===== src/rtl/ugc_cfg.svh =====
`ifndef UGC_CFG_SVH
`define UGC_CFG_SVH
// How it works
// - Priority level from high and low bits
// - Transmit-done flag set when IN accepted
// - Bank flags set per receiving bank
// - Setup flag set on accepted SETUP
// - Stall-sent flag set; SETUP clears it
// - Frame-start flag set on SOF
// - Wake flag set on resume while suspended
// - Suspend flag set on bus suspend
// - Enable bit gates controller, transceiver, clocks
// - Suspend-clock bit stops clock, resume stays
// - Wake-up sent only when enabled, suspended 5ms
// - Resume status set on request, cleared after
// - Configured bit cleared on bus or hardware reset
// - Address enable cleared; address 0 when clear
// - Bit 4 reads zero, never written
// - Global flags gated by their enables

// ****************************************
// Register offsets
// ****************************************
`define UGC_ADDR_CON      8'hbc
`define UGC_ADDR_INT      8'hbd
`define UGC_ADDR_IEN      8'hbe
`define UGC_ADDR_EPSTA    8'hce
`define UGC_ADDR_EPIEN    8'hc2
`define UGC_ADDR_PRIO     8'hb7

// ****************************************
// Control register fields
// ****************************************
`define UGC_CON_EN        7
`define UGC_CON_SUSPEND_CLOCK_GATE_BIT   6
`define UGC_CON_SENDWU    5
`define UGC_CON_RSV       4
`define UGC_CON_UPRES     3
`define UGC_CON_RWUEN     2
`define UGC_CON_CFG       1
`define UGC_CON_ADDREN    0

// ****************************************
// Global flag fields (also enables)
// ****************************************
`define UGC_INT_WAKE      5
`define UGC_INT_EOR       4
`define UGC_INT_SOF       3
`define UGC_INT_SUSP      0
`define UGC_INT_MASK      8'h39

// ****************************************
// Endpoint flag fields
// ****************************************
`define UGC_EP_TXDONE     0
`define UGC_EP_RXB0       1
`define UGC_EP_SETUP      2
`define UGC_EP_STALL      3
`define UGC_EP_RXB1       6
`define UGC_EP_MASK       8'h4f

// ****************************************
// Reset values and timing
// ****************************************
`define UGC_RST_BYTE      8'h00
`define UGC_CLK_MHZ       100
`define UGC_SUSP_MIN_US   5000
`define UGC_SUSP_CYC      (`UGC_SUSP_MIN_US * `UGC_CLK_MHZ)
`define UGC_RESUME_US     10
`define UGC_RESUME_CYC    (`UGC_RESUME_US * `UGC_CLK_MHZ)
`endif


===== src/rtl/ugc_pkg.sv =====
// ****************************************
// Shared types
// ****************************************
package ugc_pkg;
   typedef logic [7:0] ugc_byte_t;            // Register byte
   typedef enum logic [1:0] {
      UGC_WU_IDLE,
      UGC_WU_SEND,
      UGC_WU_HOLD
   } ugc_wu_e;                                // Remote wake-up sequencer
endpackage


===== src/rtl/ugc_flags.sv =====
`include "ugc_cfg.svh"
// ****************************************
// Sticky flag byte: hardware set wins
// ****************************************
module ugc_flags (
   // Clock and reset
   input  wire logic       mclk_in,
   input  wire logic       resetn_in,
   input  wire logic       clr_in,
   // Firmware write
   input  wire logic       wr_in,
   input  wire logic [7:0] wdata_in,
   input  wire logic [7:0] mask_in,
   // Hardware sets and clears
   input  wire logic [7:0] set_in,
   input  wire logic [7:0] hwclr_in,
   // Flag state
   output logic      [7:0] flags_out
);
   typedef struct packed {
      logic [7:0] flags;                      // Flag bits
   } ugc_fl_s;

   ugc_fl_s st_ff;                            // Registered state
   ugc_fl_s nxt_st;                           // Next state

   // Next-state logic
   always_comb begin
      nxt_st = st_ff;
      if (wr_in) begin
         nxt_st.flags = st_ff.flags & wdata_in;
      end
      nxt_st.flags = nxt_st.flags & ~hwclr_in;
      nxt_st.flags = (nxt_st.flags | set_in) & mask_in;
      if (clr_in) begin
         nxt_st.flags = `UGC_RST_BYTE;
      end
   end

   // State register
   always_ff @(posedge mclk_in) begin
      if (!resetn_in) begin
         st_ff <= '{flags: `UGC_RST_BYTE};
      end else begin
         st_ff <= nxt_st;
      end
   end

   assign flags_out = st_ff.flags;
endmodule


===== src/rtl/ugc_wakeup.sv =====
`include "ugc_cfg.svh"
// ****************************************
// Suspend timer and upstream resume
// ****************************************
module ugc_wakeup (
   // Clock and reset
   input  wire logic mclk_in,
   input  wire logic resetn_in,
   input  wire logic clr_in,
   // Conditions
   input  wire logic bus_suspended_in,
   input  wire logic send_req_in,
   input  wire logic rwu_en_in,
   input  wire logic clocks_on_in,
   // Outputs
   output logic      resume_active_out,
   output logic      resume_drive_out
);
   typedef struct packed {
      ugc_pkg::ugc_wu_e state;                // Sequencer state
      logic [19:0]      susp_cnt;             // Suspend duration
      logic [9:0]       res_cnt;              // Resume duration
      logic             req_d;                // Request edge memory
   } ugc_wu_s;

   ugc_wu_s st_ff;                            // Registered state
   ugc_wu_s nxt_st;                           // Next state
   logic    long_susp;                        // Suspended long enough

   assign long_susp = (st_ff.susp_cnt == 20'(`UGC_SUSP_CYC));

   // Next-state logic
   always_comb begin
      nxt_st = st_ff;
      nxt_st.req_d = send_req_in;
      // Suspend duration counter, saturating
      if (!bus_suspended_in) begin
         nxt_st.susp_cnt = '0;
      end else if (!long_susp) begin
         nxt_st.susp_cnt = st_ff.susp_cnt + 20'h1;
      end
      unique case (st_ff.state)
         ugc_pkg::UGC_WU_IDLE: begin
            if (send_req_in && !st_ff.req_d && rwu_en_in) begin
               nxt_st.state = ugc_pkg::UGC_WU_HOLD;
            end
         end
         ugc_pkg::UGC_WU_HOLD: begin
            if (clocks_on_in && long_susp && rwu_en_in) begin
               nxt_st.state   = ugc_pkg::UGC_WU_SEND;
               nxt_st.res_cnt = '0;
            end
         end
         ugc_pkg::UGC_WU_SEND: begin
            if (st_ff.res_cnt == 10'(`UGC_RESUME_CYC - 1)) begin
               nxt_st.state = ugc_pkg::UGC_WU_IDLE;
            end else begin
               nxt_st.res_cnt = st_ff.res_cnt + 10'h1;
            end
         end
      endcase
      if (clr_in) begin
         nxt_st.state = ugc_pkg::UGC_WU_IDLE;
      end
   end

   // State register
   always_ff @(posedge mclk_in) begin
      if (!resetn_in) begin
         st_ff <= '{state: ugc_pkg::UGC_WU_IDLE, susp_cnt: '0, res_cnt: '0, req_d: 1'b0};
      end else begin
         st_ff <= nxt_st;
      end
   end

   assign resume_active_out = (st_ff.state != ugc_pkg::UGC_WU_IDLE);
   assign resume_drive_out  = (st_ff.state == ugc_pkg::UGC_WU_SEND);
endmodule


===== src/rtl/ugc_top.sv =====
`include "ugc_cfg.svh"
// ****************************************
// Global USB control and interrupt logic
// ****************************************
module ugc_top (
   // Clock and reset
   input  wire logic       mclk_in,
   input  wire logic       resetn_in,
   // Special-function register port
   input  wire logic [7:0] sfr_addr_in,
   input  wire logic       sfr_wr_in,
   input  wire logic [7:0] sfr_wdata_in,
   output logic      [7:0] sfr_rdata_out,
   // Bus events from the controller
   input  wire logic       in_accepted_in,
   input  wire logic       out_bank0_in,
   input  wire logic       out_bank1_in,
   input  wire logic       pingpong_ep_in,
   input  wire logic       setup_rcvd_in,
   input  wire logic       stall_sent_in,
   input  wire logic       ep_stallable_in,
   input  wire logic       sof_rcvd_in,
   input  wire logic       bus_reset_in,
   input  wire logic       bus_reset_end_in,
   input  wire logic       bus_suspend_in,
   input  wire logic       bus_resume_in,
   input  wire logic       bus_suspended_in,
   input  wire logic       pll_clock_on_in,
   // Controller control
   output logic            ctrl_enable_out,
   output logic            ctrl_reset_out,
   output logic            xcvr_enable_out,
   output logic            ctrl_clk_gate_out,
   output logic            resume_detect_en_out,
   output logic            upstream_resume_out,
   output logic            configured_out,
   output logic            use_default_addr_out,
   // Interrupt to core
   output logic            usb_irq_out,
   output logic [1:0]      usb_irq_level_out
);
   typedef struct packed {
      ugc_pkg::ugc_byte_t con;                // Global control
      ugc_pkg::ugc_byte_t ien;                // Global enables
      ugc_pkg::ugc_byte_t epien;              // Endpoint enables
      logic [1:0]         prio;               // Priority bits
      logic               susp_state;         // In suspend
   } ugc_top_s;

   ugc_top_s           st_ff;                 // Registered state
   ugc_top_s           nxt_st;                // Next state
   logic [7:0]         int_flags;             // Global flags
   logic [7:0]         ep_flags;              // Endpoint flags
   logic [7:0]         int_set;               // Global sets
   logic [7:0]         ep_set;                // Endpoint sets
   logic [7:0]         ep_hwclr;              // Endpoint hardware clears
   logic               ctl_clr;               // Controller reset
   logic               res_active;            // Resume status
   logic               res_drive;             // Resume signalling
   logic               clocks_on;             // All USB clocks run

   // Register write decode
   function automatic logic wr_hit(input logic [7:0] a);
      return sfr_wr_in && (sfr_addr_in == a);
   endfunction

   assign ctl_clr   = !st_ff.con[`UGC_CON_EN];
   assign clocks_on = pll_clock_on_in && !st_ff.con[`UGC_CON_SUSPEND_CLOCK_GATE_BIT];

   // ****************************************
   // Event collection
   // ****************************************
   always_comb begin
      int_set  = '0;
      ep_set   = '0;
      ep_hwclr = '0;
      ep_set[`UGC_EP_TXDONE] = in_accepted_in;
      ep_set[`UGC_EP_RXB0]   = out_bank0_in;
      ep_set[`UGC_EP_RXB1]   = out_bank1_in && pingpong_ep_in;
      ep_set[`UGC_EP_SETUP]  = setup_rcvd_in;
      ep_set[`UGC_EP_STALL]  = stall_sent_in && ep_stallable_in && !setup_rcvd_in;
      ep_hwclr[`UGC_EP_STALL] = setup_rcvd_in;
      int_set[`UGC_INT_SOF]  = sof_rcvd_in;
      int_set[`UGC_INT_EOR]  = bus_reset_end_in;
      int_set[`UGC_INT_WAKE] = bus_resume_in && st_ff.susp_state;
      int_set[`UGC_INT_SUSP] = bus_suspend_in;
   end

   // Global flag register
   ugc_flags u_int_flags (
      .mclk_in   (mclk_in),
      .resetn_in (resetn_in),
      .clr_in    (ctl_clr),
      .wr_in     (wr_hit(`UGC_ADDR_INT)),
      .wdata_in  (sfr_wdata_in),
      .mask_in   (`UGC_INT_MASK),
      .set_in    (int_set),
      .hwclr_in  (8'h00),
      .flags_out (int_flags)
   );

   // Endpoint flag register
   ugc_flags u_ep_flags (
      .mclk_in   (mclk_in),
      .resetn_in (resetn_in),
      .clr_in    (ctl_clr || bus_reset_in),
      .wr_in     (wr_hit(`UGC_ADDR_EPSTA)),
      .wdata_in  (sfr_wdata_in),
      .mask_in   (`UGC_EP_MASK),
      .set_in    (ep_set),
      .hwclr_in  (ep_hwclr),
      .flags_out (ep_flags)
   );

   // Remote wake-up sequencer
   ugc_wakeup u_wakeup (
      .mclk_in           (mclk_in),
      .resetn_in         (resetn_in),
      .clr_in            (ctl_clr),
      .bus_suspended_in  (bus_suspended_in),
      .send_req_in       (st_ff.con[`UGC_CON_SENDWU]),
      .rwu_en_in         (st_ff.con[`UGC_CON_RWUEN]),
      .clocks_on_in      (clocks_on),
      .resume_active_out (res_active),
      .resume_drive_out  (res_drive)
   );

   // ****************************************
   // Register next state
   // ****************************************
   always_comb begin
      nxt_st = st_ff;
      if (wr_hit(`UGC_ADDR_CON)) begin
         // reserved bit and status never stored
         nxt_st.con = sfr_wdata_in & 8'hef & ~(8'h01 << `UGC_CON_UPRES);
      end
      if (wr_hit(`UGC_ADDR_IEN)) begin
         nxt_st.ien = sfr_wdata_in & `UGC_INT_MASK;
      end
      if (wr_hit(`UGC_ADDR_EPIEN)) begin
         nxt_st.epien = sfr_wdata_in & `UGC_EP_MASK;
      end
      if (wr_hit(`UGC_ADDR_PRIO)) begin
         nxt_st.prio = sfr_wdata_in[1:0];
      end
      // Suspend state tracking
      if (bus_suspend_in) begin
         nxt_st.susp_state = 1'b1;
      end else if (bus_resume_in || ctl_clr) begin
         nxt_st.susp_state = 1'b0;
      end
      // address enable cleared on bus reset
      if (bus_reset_in) begin
         nxt_st.con[`UGC_CON_CFG]    = 1'b0;
         nxt_st.con[`UGC_CON_ADDREN] = 1'b0;
      end
   end

   // State register, hardware reset clears configuration
   always_ff @(posedge mclk_in) begin
      if (!resetn_in) begin
         st_ff <= '{con: `UGC_RST_BYTE, ien: `UGC_RST_BYTE, epien: `UGC_RST_BYTE,
                    prio: 2'b00, susp_state: 1'b0};
      end else begin
         st_ff <= nxt_st;
      end
   end

   // ****************************************
   // Read data, registered
   // ****************************************
   logic [7:0] rd_mux;                        // Read mux
   logic [7:0] rdata_ff;                      // Read data register

   always_comb begin
      unique case (sfr_addr_in)
         `UGC_ADDR_CON:   rd_mux = st_ff.con | ({7'h00, res_active} << `UGC_CON_UPRES);
         `UGC_ADDR_INT:   rd_mux = int_flags;
         `UGC_ADDR_IEN:   rd_mux = st_ff.ien;
         `UGC_ADDR_EPSTA: rd_mux = ep_flags;
         `UGC_ADDR_EPIEN: rd_mux = st_ff.epien;
         `UGC_ADDR_PRIO:  rd_mux = {6'h00, st_ff.prio};
         default:         rd_mux = 8'h00;
      endcase
   end

   always_ff @(posedge mclk_in) begin
      if (!resetn_in) begin
         rdata_ff <= 8'h00;
      end else begin
         rdata_ff <= rd_mux;
      end
   end

   assign sfr_rdata_out = rdata_ff;

   // ****************************************
   // Outputs
   // ****************************************
   // enable, transceiver and clocks
   assign ctrl_enable_out      = st_ff.con[`UGC_CON_EN];
   assign ctrl_reset_out       = ctl_clr;
   assign xcvr_enable_out      = st_ff.con[`UGC_CON_EN];
   assign ctrl_clk_gate_out    = st_ff.con[`UGC_CON_EN] && !st_ff.con[`UGC_CON_SUSPEND_CLOCK_GATE_BIT];
   assign resume_detect_en_out = st_ff.con[`UGC_CON_EN];
   assign upstream_resume_out  = res_drive;
   assign configured_out       = st_ff.con[`UGC_CON_CFG];
   assign use_default_addr_out = !st_ff.con[`UGC_CON_ADDREN];
   assign usb_irq_out = |(int_flags & st_ff.ien) || |(ep_flags & st_ff.epien);
   assign usb_irq_level_out = st_ff.prio;
endmodule


===== config.mk =====
export PLATFORM = sky130hd
export DESIGN_NAME = ugc_top
export DESIGN_NICKNAME = d
export VERILOG_FILES = /design/src/rtl/ugc_pkg.sv /design/src/rtl/ugc_flags.sv /design/src/rtl/ugc_wakeup.sv /design/src/rtl/ugc_top.sv
export VERILOG_INCLUDE_DIRS = /design/src /design/src/rtl
export SDC_FILE = /design/constraint.sdc
export NUM_CORES = 1
export LEC_CHECK = 0
export ABC_AREA = 1
export BUFFER_PORTS_ARGS = -buffer_cell sky130_fd_sc_hd__clkbuf_2
export CAP_MARGIN = 20
export CORE_MARGIN = 2
export CORE_UTILIZATION = 40
export DETAILED_ROUTE_END_ITERATION = 6
export GPL_TIMING_DRIVEN = 0
export PLACE_DENSITY = 0.63
export SYNTH_ARGS = -nofsm -noshare
export SYNTH_HDL_FRONTEND = slang
export SYNTH_SLANG_ARGS = --single-unit

===== constraint.sdc =====
create_clock -name mclk_in -period 4.35 [get_ports mclk_in]
set_input_delay 0.6525 -clock mclk_in [delete_from_list [all_inputs] [get_ports mclk_in]]
set_output_delay 0.6525 -clock mclk_in [all_outputs]
set_load 0.05 [all_outputs]

==> impl_summary.md, run 1 <==
CTS
Clock tree synthesis found a total of 68 sinks. The number of buffers created by CTS is 9. The H-tree was split into 3 levels.

At the later pin of the worst-skew pair, clock insertion delay measures 0.34 ns. The post-cts gate resize count is 0. Clock-pin slew was measured on the worst setup and hold paths at 0.08 ns. The hold buffer count at CTS is 0. The buffer levels on the longest clock path is 2. TritonCTS built the clock tree. The cell at the root of the clock tree is sky130_fd_sc_hd__clkbuf_8. The setup fix buffers added after clock tree synthesis is 0.

Power and ir drop
In this run the power density over the cells is 283 nW/µm². IR analysis of the VDD net gives a maximum drop of roughly 0.00014 V. The reported leakage power is ~1.6 nW.

Yosys
For this run, asynchronously set or reset flops after synthesis account for 0. During synthesis, Yosys emitted a total of 0 warnings. The biggest area consumer among synthesized cells is sky130_fd_sc_hd__dfxtp_1.

Of the post-synthesis cell area, the dominant cell type holds 0.395. The sequential share of the synthesized area is 0.395. The instance count of the mapped netlist is 492.

By area the synthesized netlist is led by sky130_fd_sc_hd__dfxtp_1 40%, sky130_fd_sc_hd__nand2_1 11%, sky130_fd_sc_hd__a21oi_1 8.4%, sky130_fd_sc_hd__nand3_1 7.1%, sky130_fd_sc_hd__inv_1 6.2%. The total of flip-flops plus latches after synthesis is 68. The most common cell in the synthesized netlist is sky130_fd_sc_hd__nand2_1.

The post-synth design cell area is 3440 µm². The number of distinct library cells after synthesis is 40. A synthesized cell averages 7.00 µm².

Ranked by instance count, the synthesized netlist is headed by 102 x sky130_fd_sc_hd__nand2_1, 68 x sky130_fd_sc_hd__dfxtp_1, 58 x sky130_fd_sc_hd__a21oi_1, 57 x sky130_fd_sc_hd__inv_1. Counting every net in the synthesized netlist gives 531. The top flip-flop cell by instance count after synthesis is sky130_fd_sc_hd__dfxtp_1.

The number of flops mapped to enable cells by yosys is 0.

Hold path
The worst hold path belongs to the class reg2reg. The destination of the worst hold path is u_wakeup.st_ff[0]$_SDFF_PN0_. The worst hold path begins at st_ff[24]$_SDFFE_PN0P_.

The worst hold path cell count is 2.

STA
Measured against its own limit, the worst slew margin works out to 0.623. Setup repair after global routing left no endpoint under its margin. The post-route clock period utilization is 0.502.

The number of endpoints failing setup at the final stage is 0. The post-route worst setup slack is between 2 and 2.5 ns. At the pin with the least slew margin, the transition time is between 0.5 and 0.6 ns. Across the routed clock network, the largest skew measured is 0.0105 ns. The maximum clock frequency is 0.458 GHz. The minimum period implied by the final worst setup slack is 2.19 ns.

The count of final hold-check violations is 0. For the final routed database, the setup TNS stands at 0 ns. The number of pins with negative max-slew slack in the final report is 0.

Route
For this run, design rule violations remaining after detail routing come to 0. In this run, the number of DRC markers left after iteration 0 of detailed routing was ~160. Dividing the detail-routed via count by the number of cells gives 4.98. The detailed router placed about 3300 vias in this run. The detail route stage leaves a number of antenna-violating nets equal to 0.

Dividing the detail-routed wire length by the instance count gives around 13 µm. The total length of routed wires is 8350 µm. Before antenna repair, the detailed router went through 4 iterations.

Final layout
The number of antenna repair diodes is 0. In the final layout, the share of cells above drive strength 1 is 0.181. The layout has 849 filler cells. After the last flow step, the layout net total stands at 592. From synthesis to final layout, the design area changed by 15.9%. The finished cells cover 3990 µm².

Die
In this run the standard cell core region covers between 8000 and 9000 µm². The die span in x is 96.8 µm. The initial core utilization is 0.415. The number of rows in the core area is 33.

52 I/O pins were placed. The area of the die is about 9400 µm². The die is 96.8 µm tall.

Run status
The run finished with clean final reports.

GRT
The number of global-route vias before repair is 3178. The total overflow left after global routing is 0. The first-pass GRT wire length is 14500 µm. Across every metal layer, demand over resource in global routing totals 0.188. The initial antenna violation count is 0. The largest net degree at the start of global routing is 13.

Flow run
The max-cap check violation count is 0.

Worst setup path
The setup check on the worst reg-to-reg path leaves a slack of between 2 and 3 ns. The critical path is of the reg2out type. The largest individual stage delay along the critical path comes from the cell sky130_fd_sc_hd__dfxtp_1.

Counting cells, the worst reg-to-reg path comes to 8. The kind of launch point of the worst setup path is a flip-flop. The cell family contributing the most delay on the critical path is compound AO/OA/AOI/OAI gates. The endpoint identified for the worst register-to-register timing path is u_wakeup.st_ff[2]$_SDFFE_PN0P_. The buffering stage count on the worst path with inverters included is 1. The reg-to-reg critical path startpoint is u_wakeup.st_ff[32]$_SDFFE_PN0P_.

The maximum single-stage delay on the critical path is between 0.3 and 0.4 ns. The largest driver fanout on the critical path is 3. The signal on the critical path passes through a22o_1 > a221oi_1 > nand3_1 > clkbuf_2. STA puts the critical path data arrival time at around 1.5 ns. At the worst endpoint, the required time is 3.70 ns. The nature of the critical path endpoint is a primary output.

Placed design
The weighted congestion at the end of routability-driven global placement is approximately 0.83. The total cell area at the placement stage is 3830 µm². The placed wire-length estimate after detailed placement is 6390 µm.

The number of input and output port buffers inserted is 50. The minimum setup slack after placement is approximately 2.3 ns.
how the worst max path moves through the flow:
stage | startpoint | end | slack, ns | cells after the start
final | u_ep_flags.flags_out[0]$_SDFF_PP0_ | usb_irq_out | 2.16 | 4
after global routing | u_int_flags.flags_out[5]$_SDFF_PN0_ | usb_irq_out | 2.07 | 5
after CTS | u_ep_flags.flags_out[0]$_SDFF_PP0_ | usb_irq_out | 2.16 | 4
after detailed placement | sfr_addr_in[6] | st_ff[19]$_SDFFE_PP0P_ | 2.30 | 9
after global placement | sfr_addr_in[6] | st_ff[19]$_SDFFE_PP0P_ | 2.31 | 9
after floorplan | ctrl_enable_out$_SDFFE_PN0P_ | ctrl_clk_gate_out | 1.85 | 2
final cells by class:
cell class	instances	area (µm²)	area share
clock buffer	9	124	0.0310
clock inverter	7	43.8	0.0110
multi-input combinational	349	1760	0.441
sequential	68	1360	0.341
inverter	62	233	0.0583
timing repair buffer	50	250	0.0627
tap	105	131	0.0329
buffer	13	88.8	0.0222
kinds of logic (layout without fill, tap and decap cells):
family                     count (synthesis)  after routing  synth area share
adders and majority gates                  6              6            0.0218
AOI/OAI and AO/OA                         98             98             0.156
and+or+nand+nor                          244            244             0.331
xor gates and xnor gates                   1              1           0.00254
buffers and inverters                     75            141            0.0934
DFF                                       68             68             0.395
stage by stage:
step                hold slack [ns]  cells  power (mW)  utilization
detailed placement            0.448    647       0.692        0.461
global route                  0.484    663        1.18        0.481
global placement              0.446    647       0.692        0.461
finish                        0.465    663        1.13        0.481
CTS                           0.461    663        1.15        0.481
floorplan                     0.433    492       0.665            -
layout by cell type, fill, tap and decap left out, drive strengths merged, types with 3 or more instances in the layout:
cell and instances:
o21ai 22, nand4 11, a21oi 58, buf 10
o31ai 4, o22ai 3, ha 6, clkbuf 62
inv 60, nor2 57, clkinv 7, nor3 6
nand3 52, nand2 108, dfxtp 68, or2 3
nand3b 3
power breakdown:
group	switching, mW	leakage, nW	internal, mW
combinational	0.0339	0.967	0.0181
sequential	0.00173	0.548	0.624
clock	0.252	0.0848	0.203
worst register-to-register path, cell delays in order (launching register included):
cell,delay (ns)
sky130_fd_sc_hd__dfxtp_1,0.36
sky130_fd_sc_hd__inv_1,0.07
sky130_fd_sc_hd__ha_1,0.28
sky130_fd_sc_hd__inv_1,0.21
sky130_fd_sc_hd__nor2_2,0.08
sky130_fd_sc_hd__nor2_4,0.20
sky130_fd_sc_hd__buf_6,0.18
sky130_fd_sc_hd__nand3_1,0.08
sky130_fd_sc_hd__a21oi_1,0.16
registers in the layout (all words and copies together), names as in the netlist:
| register | flops |
|---|---|
| ctrl_enable_out | 1 |
| u_int_flags.flags_out | 4 |
| configured_out | 1 |
| sfr_rdata_out | 8 |
| u_wakeup.st_ff | 33 |
| u_ep_flags.flags_out | 5 |
| usb_irq_level_out | 2 |
| st_ff | 14 |
metal layers:
layer | GRT usage | up-vias | share of wire
li1 | - | 1752 | -
met1 | 0.250 | 1465 | 0.49
met2 | 0.298 | 79 | 0.45
met3 | 0.0455 | 7 | 0.046
met4 | 0.0683 | 0 | 0.011
met5 | 0 | - | 0
No activity file was read; power rests on OpenSTA's default activity.
==> run 2: changes to the inputs <==
==> constraint.sdc (replaced) <==
create_clock -name mclk_in -period 2.09 [get_ports mclk_in]
set_input_delay 0.3135 -clock mclk_in [delete_from_list [all_inputs] [get_ports mclk_in]]
set_output_delay 0.3135 -clock mclk_in [all_outputs]
set_load 0.05 [all_outputs]
==> run 2 against run 1 <==
Compared with the run above:
- non-clock buffer count unchanged
- via count rose by 1.7%
- sequential power up 110%
- highest routed layer unchanged
- power is 110% higher
- final cell count shrank 0.30%
- clock power grew 120%
- combinational power increased by 110%
- clock skew down 0.00082 ns
- cell area is 0.16% higher
- largest power group unchanged
- utilization grew 0.075 points
==> impl_summary.md, run 2 (same netlist as run 1, synthesis figures left out) <==
Run status
The run finished with clean final reports.

Die
The number of rows in the core area came to 33 (unchanged). The area of the die is 9370 µm² (unchanged). The floorplan die height is 96.8 µm (unchanged).

The placeable core region is 8300 µm² (unchanged). The I/O pin count was 52 (unchanged). The initial core utilization is 0.415 (unchanged). The die span in x was 96.8 µm (unchanged).

Final layout
The post-layout net count is 592 (unchanged). The proportion of layout cells with a drive suffix above 1 is 0.176 (-0.00474). From synthesis to final layout, the design area changed by 16.1%. The register bank with the most flops is u_wakeup.st_ff. The filler cell count in the final layout came to 851 (+0.24%).

The number of antenna repair diodes is 0 (unchanged). The post-layout utilization of the core is 0.482 (+0.000754). The library cell used most frequently in the layout, excluding fill and tap cells, is sky130_fd_sc_hd__nand2_1. The multi-input gate area in the final layout is 1760 µm² (+0.14%). The number of standard cells in the final layout excluding fillers is 661 (-0.30%). In the layout the commonest cells are 102 x sky130_fd_sc_hd__nand2_1, 68 x sky130_fd_sc_hd__dfxtp_1, 58 x sky130_fd_sc_hd__a21oi_1.

The flip-flop count of the largest register, all copies and words added came to 33 (unchanged). The area taken by flip-flops and latches is 1360 µm² (unchanged). The post-route cell area is 4000 µm² (+0.16%).

STA
The number of endpoints failing setup at the final stage is 0 (unchanged). The final setup skew was 0.00971 ns (-0.000822 ns). The minimum period implied by the final worst setup slack is 1.81 ns.

Timing would allow up to 0.553 GHz. The measured slew at the worst slew-check pin is 0.519 ns (-0.0465 ns). The headroom to the max-slew limit is 0.654 (+0.0310). The count of final hold-check violations is 0 (unchanged). The worst hold slack is 0.176 ns (-0.289 ns). Setup repair after global routing left no endpoint under its margin. The post-route worst setup slack is 0.283 ns (-1.88 ns). Dividing the final minimum period by the clock period gives 0.865.

The final total negative setup slack is 0 ns (unchanged). The number of pins with negative max-slew slack in the final report came to 0 (unchanged).

Worst setup path
The worst setup path is captured at a primary output. The critical path required time is 1.78 ns (-1.92 ns). The critical path class is reg2out. The largest driver fanout on the critical path was 3 (unchanged).

The kind of launch point of the worst setup path is a flip-flop. The worst endpoint data arrival time came to 1.49 ns (-0.04 ns). The flop-to-flop setup slack is 0.36 ns (-2.30 ns). The worst flop-to-flop path endpoint is u_wakeup.st_ff[6]$_SDFFE_PN0P_. The worst reg2reg path depth is 8 (unchanged). The worst register-to-register path begins at u_wakeup.st_ff[32]$_SDFFE_PN0P_.

Hold path
The destination of the worst hold path is u_ep_flags.flags_out[1]$_SDFF_PP0_. In this run the most critical hold path is launched from out_bank0_in. The worst hold path cell count was 3 (+1).

The type of the tightest min-delay check is in2reg.

Route
The number of nets with antenna violations after routing came to 0 (unchanged). The final routed wire length divided by cell count is 13.1 µm (+3.8%). The count of TritonRoute iterations in the first routing pass is 4 (unchanged). The number of remaining DRC errors came to 0 (unchanged). The via count normalized by instance count is 5.08 (+2.0%).

The initial detailed-routing violation count is 132 (-18%). The number of vias in the routed layout is 3360 (+1.7%). The total length of routed wires came to 8650 µm (+3.5%).

GRT
The sum of overflow across all layers after global routing is 0 (unchanged). The largest net degree at the start of global routing is 11 (-2). The first-pass GRT wire length was 14900 µm (+3.1%). The number of global-route vias before repair is 3205 (+0.85%). The initial antenna violation count is 0 (unchanged). The total track usage is 0.192 (+0.00411).

CTS
The number of H-tree branching levels is 3 (unchanged). The post-cts gate resize count is 0 (unchanged). The TritonCTS clock tree is yes. The number of buffers created by CTS is 9 (unchanged).

The cell sitting at the root of the clock tree is a sky130_fd_sc_hd__clkbuf_8. The clock insertion delay at the later pin of the skew report is 0.34 ns (about the same). The setup fix buffers added after clock tree synthesis is 0 (unchanged). The buffer levels on the longest clock path is 2 (unchanged). The total clock sinks is 68 (unchanged). The hold buffer count at CTS was 0 (unchanged). The clock edge transition at the registers on the reported setup and hold paths was 0.07 ns (about the same).

Placed design
The placed wire-length estimate after detailed placement is 6460 µm (+1.1%). The weighted congestion at the end of routability-driven global placement was 0.828 (+0.15%). The placed cell count is 647 (unchanged). The total cell area at the placement stage is 3830 µm² (about the same). The number of input and output port buffers inserted is 50 (unchanged). The minimum setup slack after placement was 0.319 ns (-1.98 ns).

Power and ir drop
The overall power was 2.43 mW (+110%). The reported leakage power came to 1.60 nW (+0.23%). The maximum ir drop on the vdd rail is 0.000299 V (+110%). The power per unit of standard cell area is 607 nW/µm² (+110%).

Flow run
The max-cap check violation count is 0 (unchanged).
==> run 2: critical path, stage by stage, from the launching register on <==
cell and delay [ns]:
sky130_fd_sc_hd__dfxtp_1 0.33, sky130_fd_sc_hd__a22o_1 0.24, sky130_fd_sc_hd__a221oi_1 0.21, sky130_fd_sc_hd__nand3_1 0.12
sky130_fd_sc_hd__clkbuf_2 0.25
==> run 2: worst max path at each step <==
stage | startpoint | endpoint | slack [ns] | cells past startpoint
2_1_floorplan | ctrl_enable_out$_SDFFE_PN0P_ | ctrl_clk_gate_out | 0.16 | 2
3_3_place_gp | sfr_addr_in[6] | st_ff[19]$_SDFFE_PP0P_ | 0.32 | 9
3_5_place_dp | sfr_addr_in[6] | st_ff[19]$_SDFFE_PP0P_ | 0.32 | 9
4_1_cts | u_ep_flags.flags_out[0]$_SDFF_PP0_ | usb_irq_out | 0.27 | 4
5_1_grt | st_ff[15]$_SDFFE_PN0P_ | usb_irq_out | 0.18 | 5
6_report | u_ep_flags.flags_out[0]$_SDFF_PP0_ | usb_irq_out | 0.28 | 4
==> run 2: power by group <==
part / switching [mW] / leakage, nW / internal [mW] / total (mW)
combinational: 0.0713 / 0.966 / 0.0377 / 0.109
clock: 0.483 / 0.0890 / 0.535 / 1.02
sequential: 0.00345 / 0.548 / 1.30 / 1.30
total: 0.558 / 1.60 / 1.87 / 2.43
==> run 2: per-layer routing <==
metal,GRT usage,part of all wire,vias up,routed length [µm]
met4,0.0683,0.018,0,156
met5,0,0,-,0
li1,-,-,1743,-
met1,0.265,0.50,1507,4310
met2,0.304,0.43,98,3740
met3,0.0325,0.050,12,436
==> run 2: area by class of cell <==
class	count	share of cell area
Multi-Input combinational cell	349	0.441
Sequential cell	68	0.340
Timing Repair Buffer	50	0.0626
Inverter	62	0.0582
Clock buffer	11	0.0328
Tap cell	105	0.0328
Buffer	13	0.0222
Clock inverter	3	0.0100
==> run 3: changes to the inputs <==
--- a/config.mk
+++ b/config.mk
@@ -6,14 +6,13 @@
 export SDC_FILE = /design/constraint.sdc
 export NUM_CORES = 1
 export LEC_CHECK = 0
-export ABC_AREA = 1
 export BUFFER_PORTS_ARGS = -buffer_cell sky130_fd_sc_hd__clkbuf_2
 export CAP_MARGIN = 20
 export CORE_MARGIN = 2
 export CORE_UTILIZATION = 40
 export DETAILED_ROUTE_END_ITERATION = 6
 export GPL_TIMING_DRIVEN = 0
-export PLACE_DENSITY = 0.63
+export PLACE_DENSITY = 0.64
 export SYNTH_ARGS = -nofsm -noshare
 export SYNTH_HDL_FRONTEND = slang
 export SYNTH_SLANG_ARGS = --single-unit
==> run 3 against run 2 <==
Compared with the run above:
- flip-flop and latch count is the same
- clock skew shrank 0.0018 ns
- hold slack lost 0.043 ns
- die area shrank 7.3%
- fmax shrank 11%
- critical path depth grew 3
- combinational power is essentially flat
- via count shrank 12%
- utilization grew 2.2 points
- synthesized cell count shrank 22%
- power grew 8.1%
- critical endpoint is now u_wakeup.st_ff[10]$_SDFFE_PN0P_
==> impl_summary.md, run 3 <==
Yosys
The fraction of synthesis flops using an asynchronous set or reset pin is 0 (unchanged). The instance count of the mapped netlist is 384 (-22%). The number of warnings reported in the yosys synthesis log is 0 (unchanged). The total of flip-flops plus latches after synthesis is 68 (unchanged). The mean post-synth cell area is 8.29 µm² (+18%).

The synthesized-area fraction occupied by adder cells is 0.0236 (+0.00180). The share of the synthesized area in compound gates (AO/OA/AOI/OAI) is 0.179 (+0.0231). The top flip-flop cell by instance count after synthesis is sky130_fd_sc_hd__dfxtp_1. Yosys attributes the largest share of cell area to sky130_fd_sc_hd__dfxtp_1 43%, sky130_fd_sc_hd__a21oi_1 5.8%, sky130_fd_sc_hd__nand2_1 5.8%, sky130_fd_sc_hd__nand3_1 4.7%, sky130_fd_sc_hd__nor2_1 3.7%. The simple-gate share of the synthesized area is 0.252 (-0.0785). The number of distinct library cells after synthesis is 49 (+23%). In the post-synthesis netlist, the cell with the most instances is sky130_fd_sc_hd__dfxtp_1. The xor/xnor cell area share of the yosys netlist is 0.0440 (+0.0415). The combinational family with the most area after synthesis is simple AND/OR/NAND/NOR gates. The sequential share of the synthesized area is 0.428 (+0.0326).

The biggest area consumer among synthesized cells is sky130_fd_sc_hd__dfxtp_1. The number of flops mapped to enable cells by yosys is 0 (unchanged). The top-area cell type share of the netlist area is 0.428 (+0.0326).

The post-synth design cell area is 3180 µm² (-7.6%). The number of nets produced by synthesis is 423 (-20%). Counting instances in the post-synthesis netlist gives the leading cell types as 68 x sky130_fd_sc_hd__dfxtp_1, 49 x sky130_fd_sc_hd__nand2_1, 37 x sky130_fd_sc_hd__a21oi_1, 31 x sky130_fd_sc_hd__nor2_1, 30 x sky130_fd_sc_hd__nand3_1. The share of cell area taken by muxes after synthesis was 0.0252 (+0.0252).

CTS
The buffer levels on the longest clock path is 2 (unchanged). The number of H-tree branching levels is 3 (unchanged). The hold buffer count at CTS is 0 (unchanged).

The tree is rooted in a sky130_fd_sc_hd__clkbuf_8. The number of buffers created by CTS is 9 (unchanged). The clock insertion delay at the later pin of the skew report was 0.35 ns (about the same). The total clock sinks is 68 (unchanged). The clock edge transition at the registers on the reported setup and hold paths came to 0.08 ns (about the same). The TritonCTS clock tree is yes.

Power and ir drop
The power per unit of standard cell area came to 674 nW/µm² (+11%). The maximum ir drop on the vdd rail is 0.000358 V (+20%). The reported leakage power is 1.41 nW (-12%).

Worst setup path
The endpoint identified for the worst register-to-register timing path is u_wakeup.st_ff[10]$_SDFFE_PN0P_. The largest driver fanout on the critical path was 7 (+4). The worst endpoint data arrival time came to 2.28 ns (+0.79 ns). The worst setup path is launched from a flip-flop. The critical path required time was 2.34 ns (+0.56 ns). The worst reg2reg path depth is 7 (-1). The flop-to-flop setup slack was 0.06 ns (-0.30 ns).

The critical path class is reg2reg. The worst setup path is captured at a flip-flop. The reg-to-reg critical path startpoint is u_wakeup.st_ff[11]$_SDFFE_PN0P_.

Die
The placeable core region is 7730 µm² (-6.9%). The I/O pin count is 52 (unchanged). The floorplan die height is 93.2 µm (-3.7%). The area of the die was 8680 µm² (-7.3%). The die span in x is 93.2 µm (-3.7%). The initial core utilization is 0.412 (-0.00329).

The number of rows in the core area is 32 (-3.0%).

STA
The number of endpoints failing setup at the final stage is 0 (unchanged). The worst hold slack is 0.134 ns (-0.0428 ns). The final setup skew is 0.00792 ns (-0.00179 ns). The minimum period implied by the final worst setup slack came to 2.03 ns (+0.223 ns).

The count of final hold-check violations is 0 (unchanged). The headroom to the max-slew limit was 0.503 (-0.150). The maximum clock frequency came to 0.492 GHz (-11%). Setup repair after global routing could not meet its margin everywhere. The number of pins with negative max-slew slack in the final report was 0 (unchanged). The post-route clock period utilization is 0.972 (+0.107). The measured slew at the worst slew-check pin is 0.738 ns (+0.219 ns).

Placed design
The placed cell count is 534 (-17%). The number of input and output port buffers inserted is 48 (-4.0%). The placed wire-length estimate after detailed placement came to 5620 µm (-13%). The weighted congestion at the end of routability-driven global placement is 0.844 (+1.9%).

Route
The top layer used by detailed routing is met4. The final routed wire length divided by cell count is 14.1 µm (+7.5%). The via count normalized by instance count was 5.32 (+4.7%).

The sum of met2 wire segment lengths after detailed routing is 3790 µm (+1.4%). The number of vias in the routed layout is 2954 (-12%). The length of routed met3 wiring is 368 µm (-16%). The initial detailed-routing violation count is 110 (-17%). The number of nets with antenna violations after routing came to 0 (unchanged). The total length of routed wires is 7800 µm (-9.8%).

The count of TritonRoute iterations in the first routing pass was 5 (+1). The number of remaining DRC errors is 0 (unchanged). The routed length on met1 is 3520 µm (-18%).

Run status
The run finished with clean final reports.

Hold path
In this run the worst hold path is classified as in2reg. The worst hold path cell count is 2 (-1). The path with the worst hold slack has its endpoint at u_ep_flags.flags_out[3]$_SDFF_PP0_.

The startpoint of the worst hold path is setup_rcvd_in.

Flow run
The max-cap check violation count is 0 (unchanged).

Final layout
The post-layout net count came to 487 (-18%). The synthesis-to-layout area growth is 22.4%. The proportion of layout cells with a drive suffix above 1 came to 0.212 (+0.0357). The filler cell count in the final layout is 762 (-10%). The flip-flop count of the largest register, all copies and words added is 33 (unchanged).

In the layout the commonest cells are 65 x sky130_fd_sc_hd__dfxtp_1, 49 x sky130_fd_sc_hd__nand2_1, 48 x sky130_fd_sc_hd__clkbuf_2. The register bank with the most flops is u_wakeup.st_ff. The number of standard cells in the final layout excluding fillers was 555 (-16%). The commonest non-fill, non-tap cell in the layout is sky130_fd_sc_hd__dfxtp_1. The number of antenna repair diodes is 0 (unchanged).

GRT
The number of global-route vias before repair is 2739 (-15%). The initial antenna violation count is 0 (unchanged). The total track usage is 0.183 (-0.00907). The sum of overflow across all layers after global routing is 0 (unchanged).

The first-pass GRT wire length came to 12700 µm (-15%). The largest net degree at the start of global routing is 14 (+3).
run 3: timing repair:
item	4_1_cts	5_1_grt
buffers inserted	1	4
endpoints found under the hold margin	0	0
setup endpoints to repair	5	10
gates resized for setup	9	10
pin swaps	3	4
run 3: layout make-up:
| cell class | count | area [µm²] | area share |
|---|---|---|---|
| multi-input combinational | 280 | 1740 | 0.448 |
| sequential | 68 | 1370 | 0.351 |
| timing repair buffer | 53 | 278 | 0.0713 |
| tap | 102 | 128 | 0.0328 |
| clock buffer | 9 | 124 | 0.0318 |
| clock inverter | 7 | 98.8 | 0.0254 |
| buffer | 17 | 86.3 | 0.0222 |
| inverter | 19 | 71.3 | 0.0183 |
run 3: how the worst max path moves through the flow:
| stage | cells past startpoint | start | slack (ns) | endpoint |
|---|---|---|---|---|
| 6_report | 7 | u_wakeup.st_ff[11]$_SDFFE_PN0P_ | 0.06 | u_wakeup.st_ff[10]$_SDFFE_PN0P_ |
| 5_1_grt | 7 | u_wakeup.st_ff[11]$_SDFFE_PN0P_ | -0.03 | u_wakeup.st_ff[10]$_SDFFE_PN0P_ |
| 4_1_cts | 8 | u_wakeup.st_ff[11]$_SDFFE_PN0P_ | 0.008 | u_wakeup.st_ff[9]$_SDFFE_PN0P_ |
| 3_5_place_dp | 6 | sfr_addr_in[1] | -0.18 | u_ep_flags.flags_out[3]$_SDFF_PP0_ |
| 3_3_place_gp | 6 | sfr_addr_in[1] | -0.14 | u_ep_flags.flags_out[3]$_SDFF_PP0_ |
| 2_1_floorplan | 8 | u_wakeup.st_ff[31]$_SDFFE_PN0P_ | 0.06 | u_wakeup.st_ff[9]$_SDFFE_PN0P_ |
run 3: metal layers:
layer | vias to the layer above | global-route usage
li1 | 1488 | -
met4 | 0 | 0.0650
met5 | - | 0
met3 | 11 | 0.0419
met2 | 68 | 0.304
met1 | 1387 | 0.234
run 3: worst max-delay path, stage by stage (launching register included):
cell and delay, ns:
sky130_fd_sc_hd__dfxtp_2 0.34, sky130_fd_sc_hd__inv_1 0.08, sky130_fd_sc_hd__ha_1 0.15, sky130_fd_sc_hd__nor4b_4 0.24
sky130_fd_sc_hd__nand4_4 0.17, sky130_fd_sc_hd__o32ai_2 0.54, sky130_fd_sc_hd__nand2_1 0.11, sky130_fd_sc_hd__a32o_1 0.28
run 3: per-stage QoR:
step | setup TNS, ns | utilization | cell area, µm² | power, mW | worst slack (ns)
after floorplan | 0 | - | 3180 | 1.38 | 0.0607
final | 0 | 0.504 | 3890 | 2.63 | 0.0594
after global placement | -0.567 | 0.460 | 3550 | 1.44 | -0.142
after global routing | -0.0768 | 0.504 | 3890 | 2.73 | -0.0330
after CTS | 0 | 0.495 | 3820 | 2.65 | 0.00842
after detailed placement | -0.806 | 0.460 | 3550 | 1.44 | -0.180
run 3: logic make-up after synthesis:
kind of cell	count (synthesis)
AOI/OAI and AO/OA	89
xor gates and xnor gates	16
adders and majority gates	6
buffers and inverters	36
DFF	68
muxes	8
and+or+nand+nor	161
run 3: where the power goes:
group | switching [mW] | internal [mW] | leakage, nW | total [mW]
clock | 0.537 | 0.679 | 0.110 | 1.22
combinational | 0.0682 | 0.0402 | 0.749 | 0.108
sequential | 0.00320 | 1.30 | 0.549 | 1.30
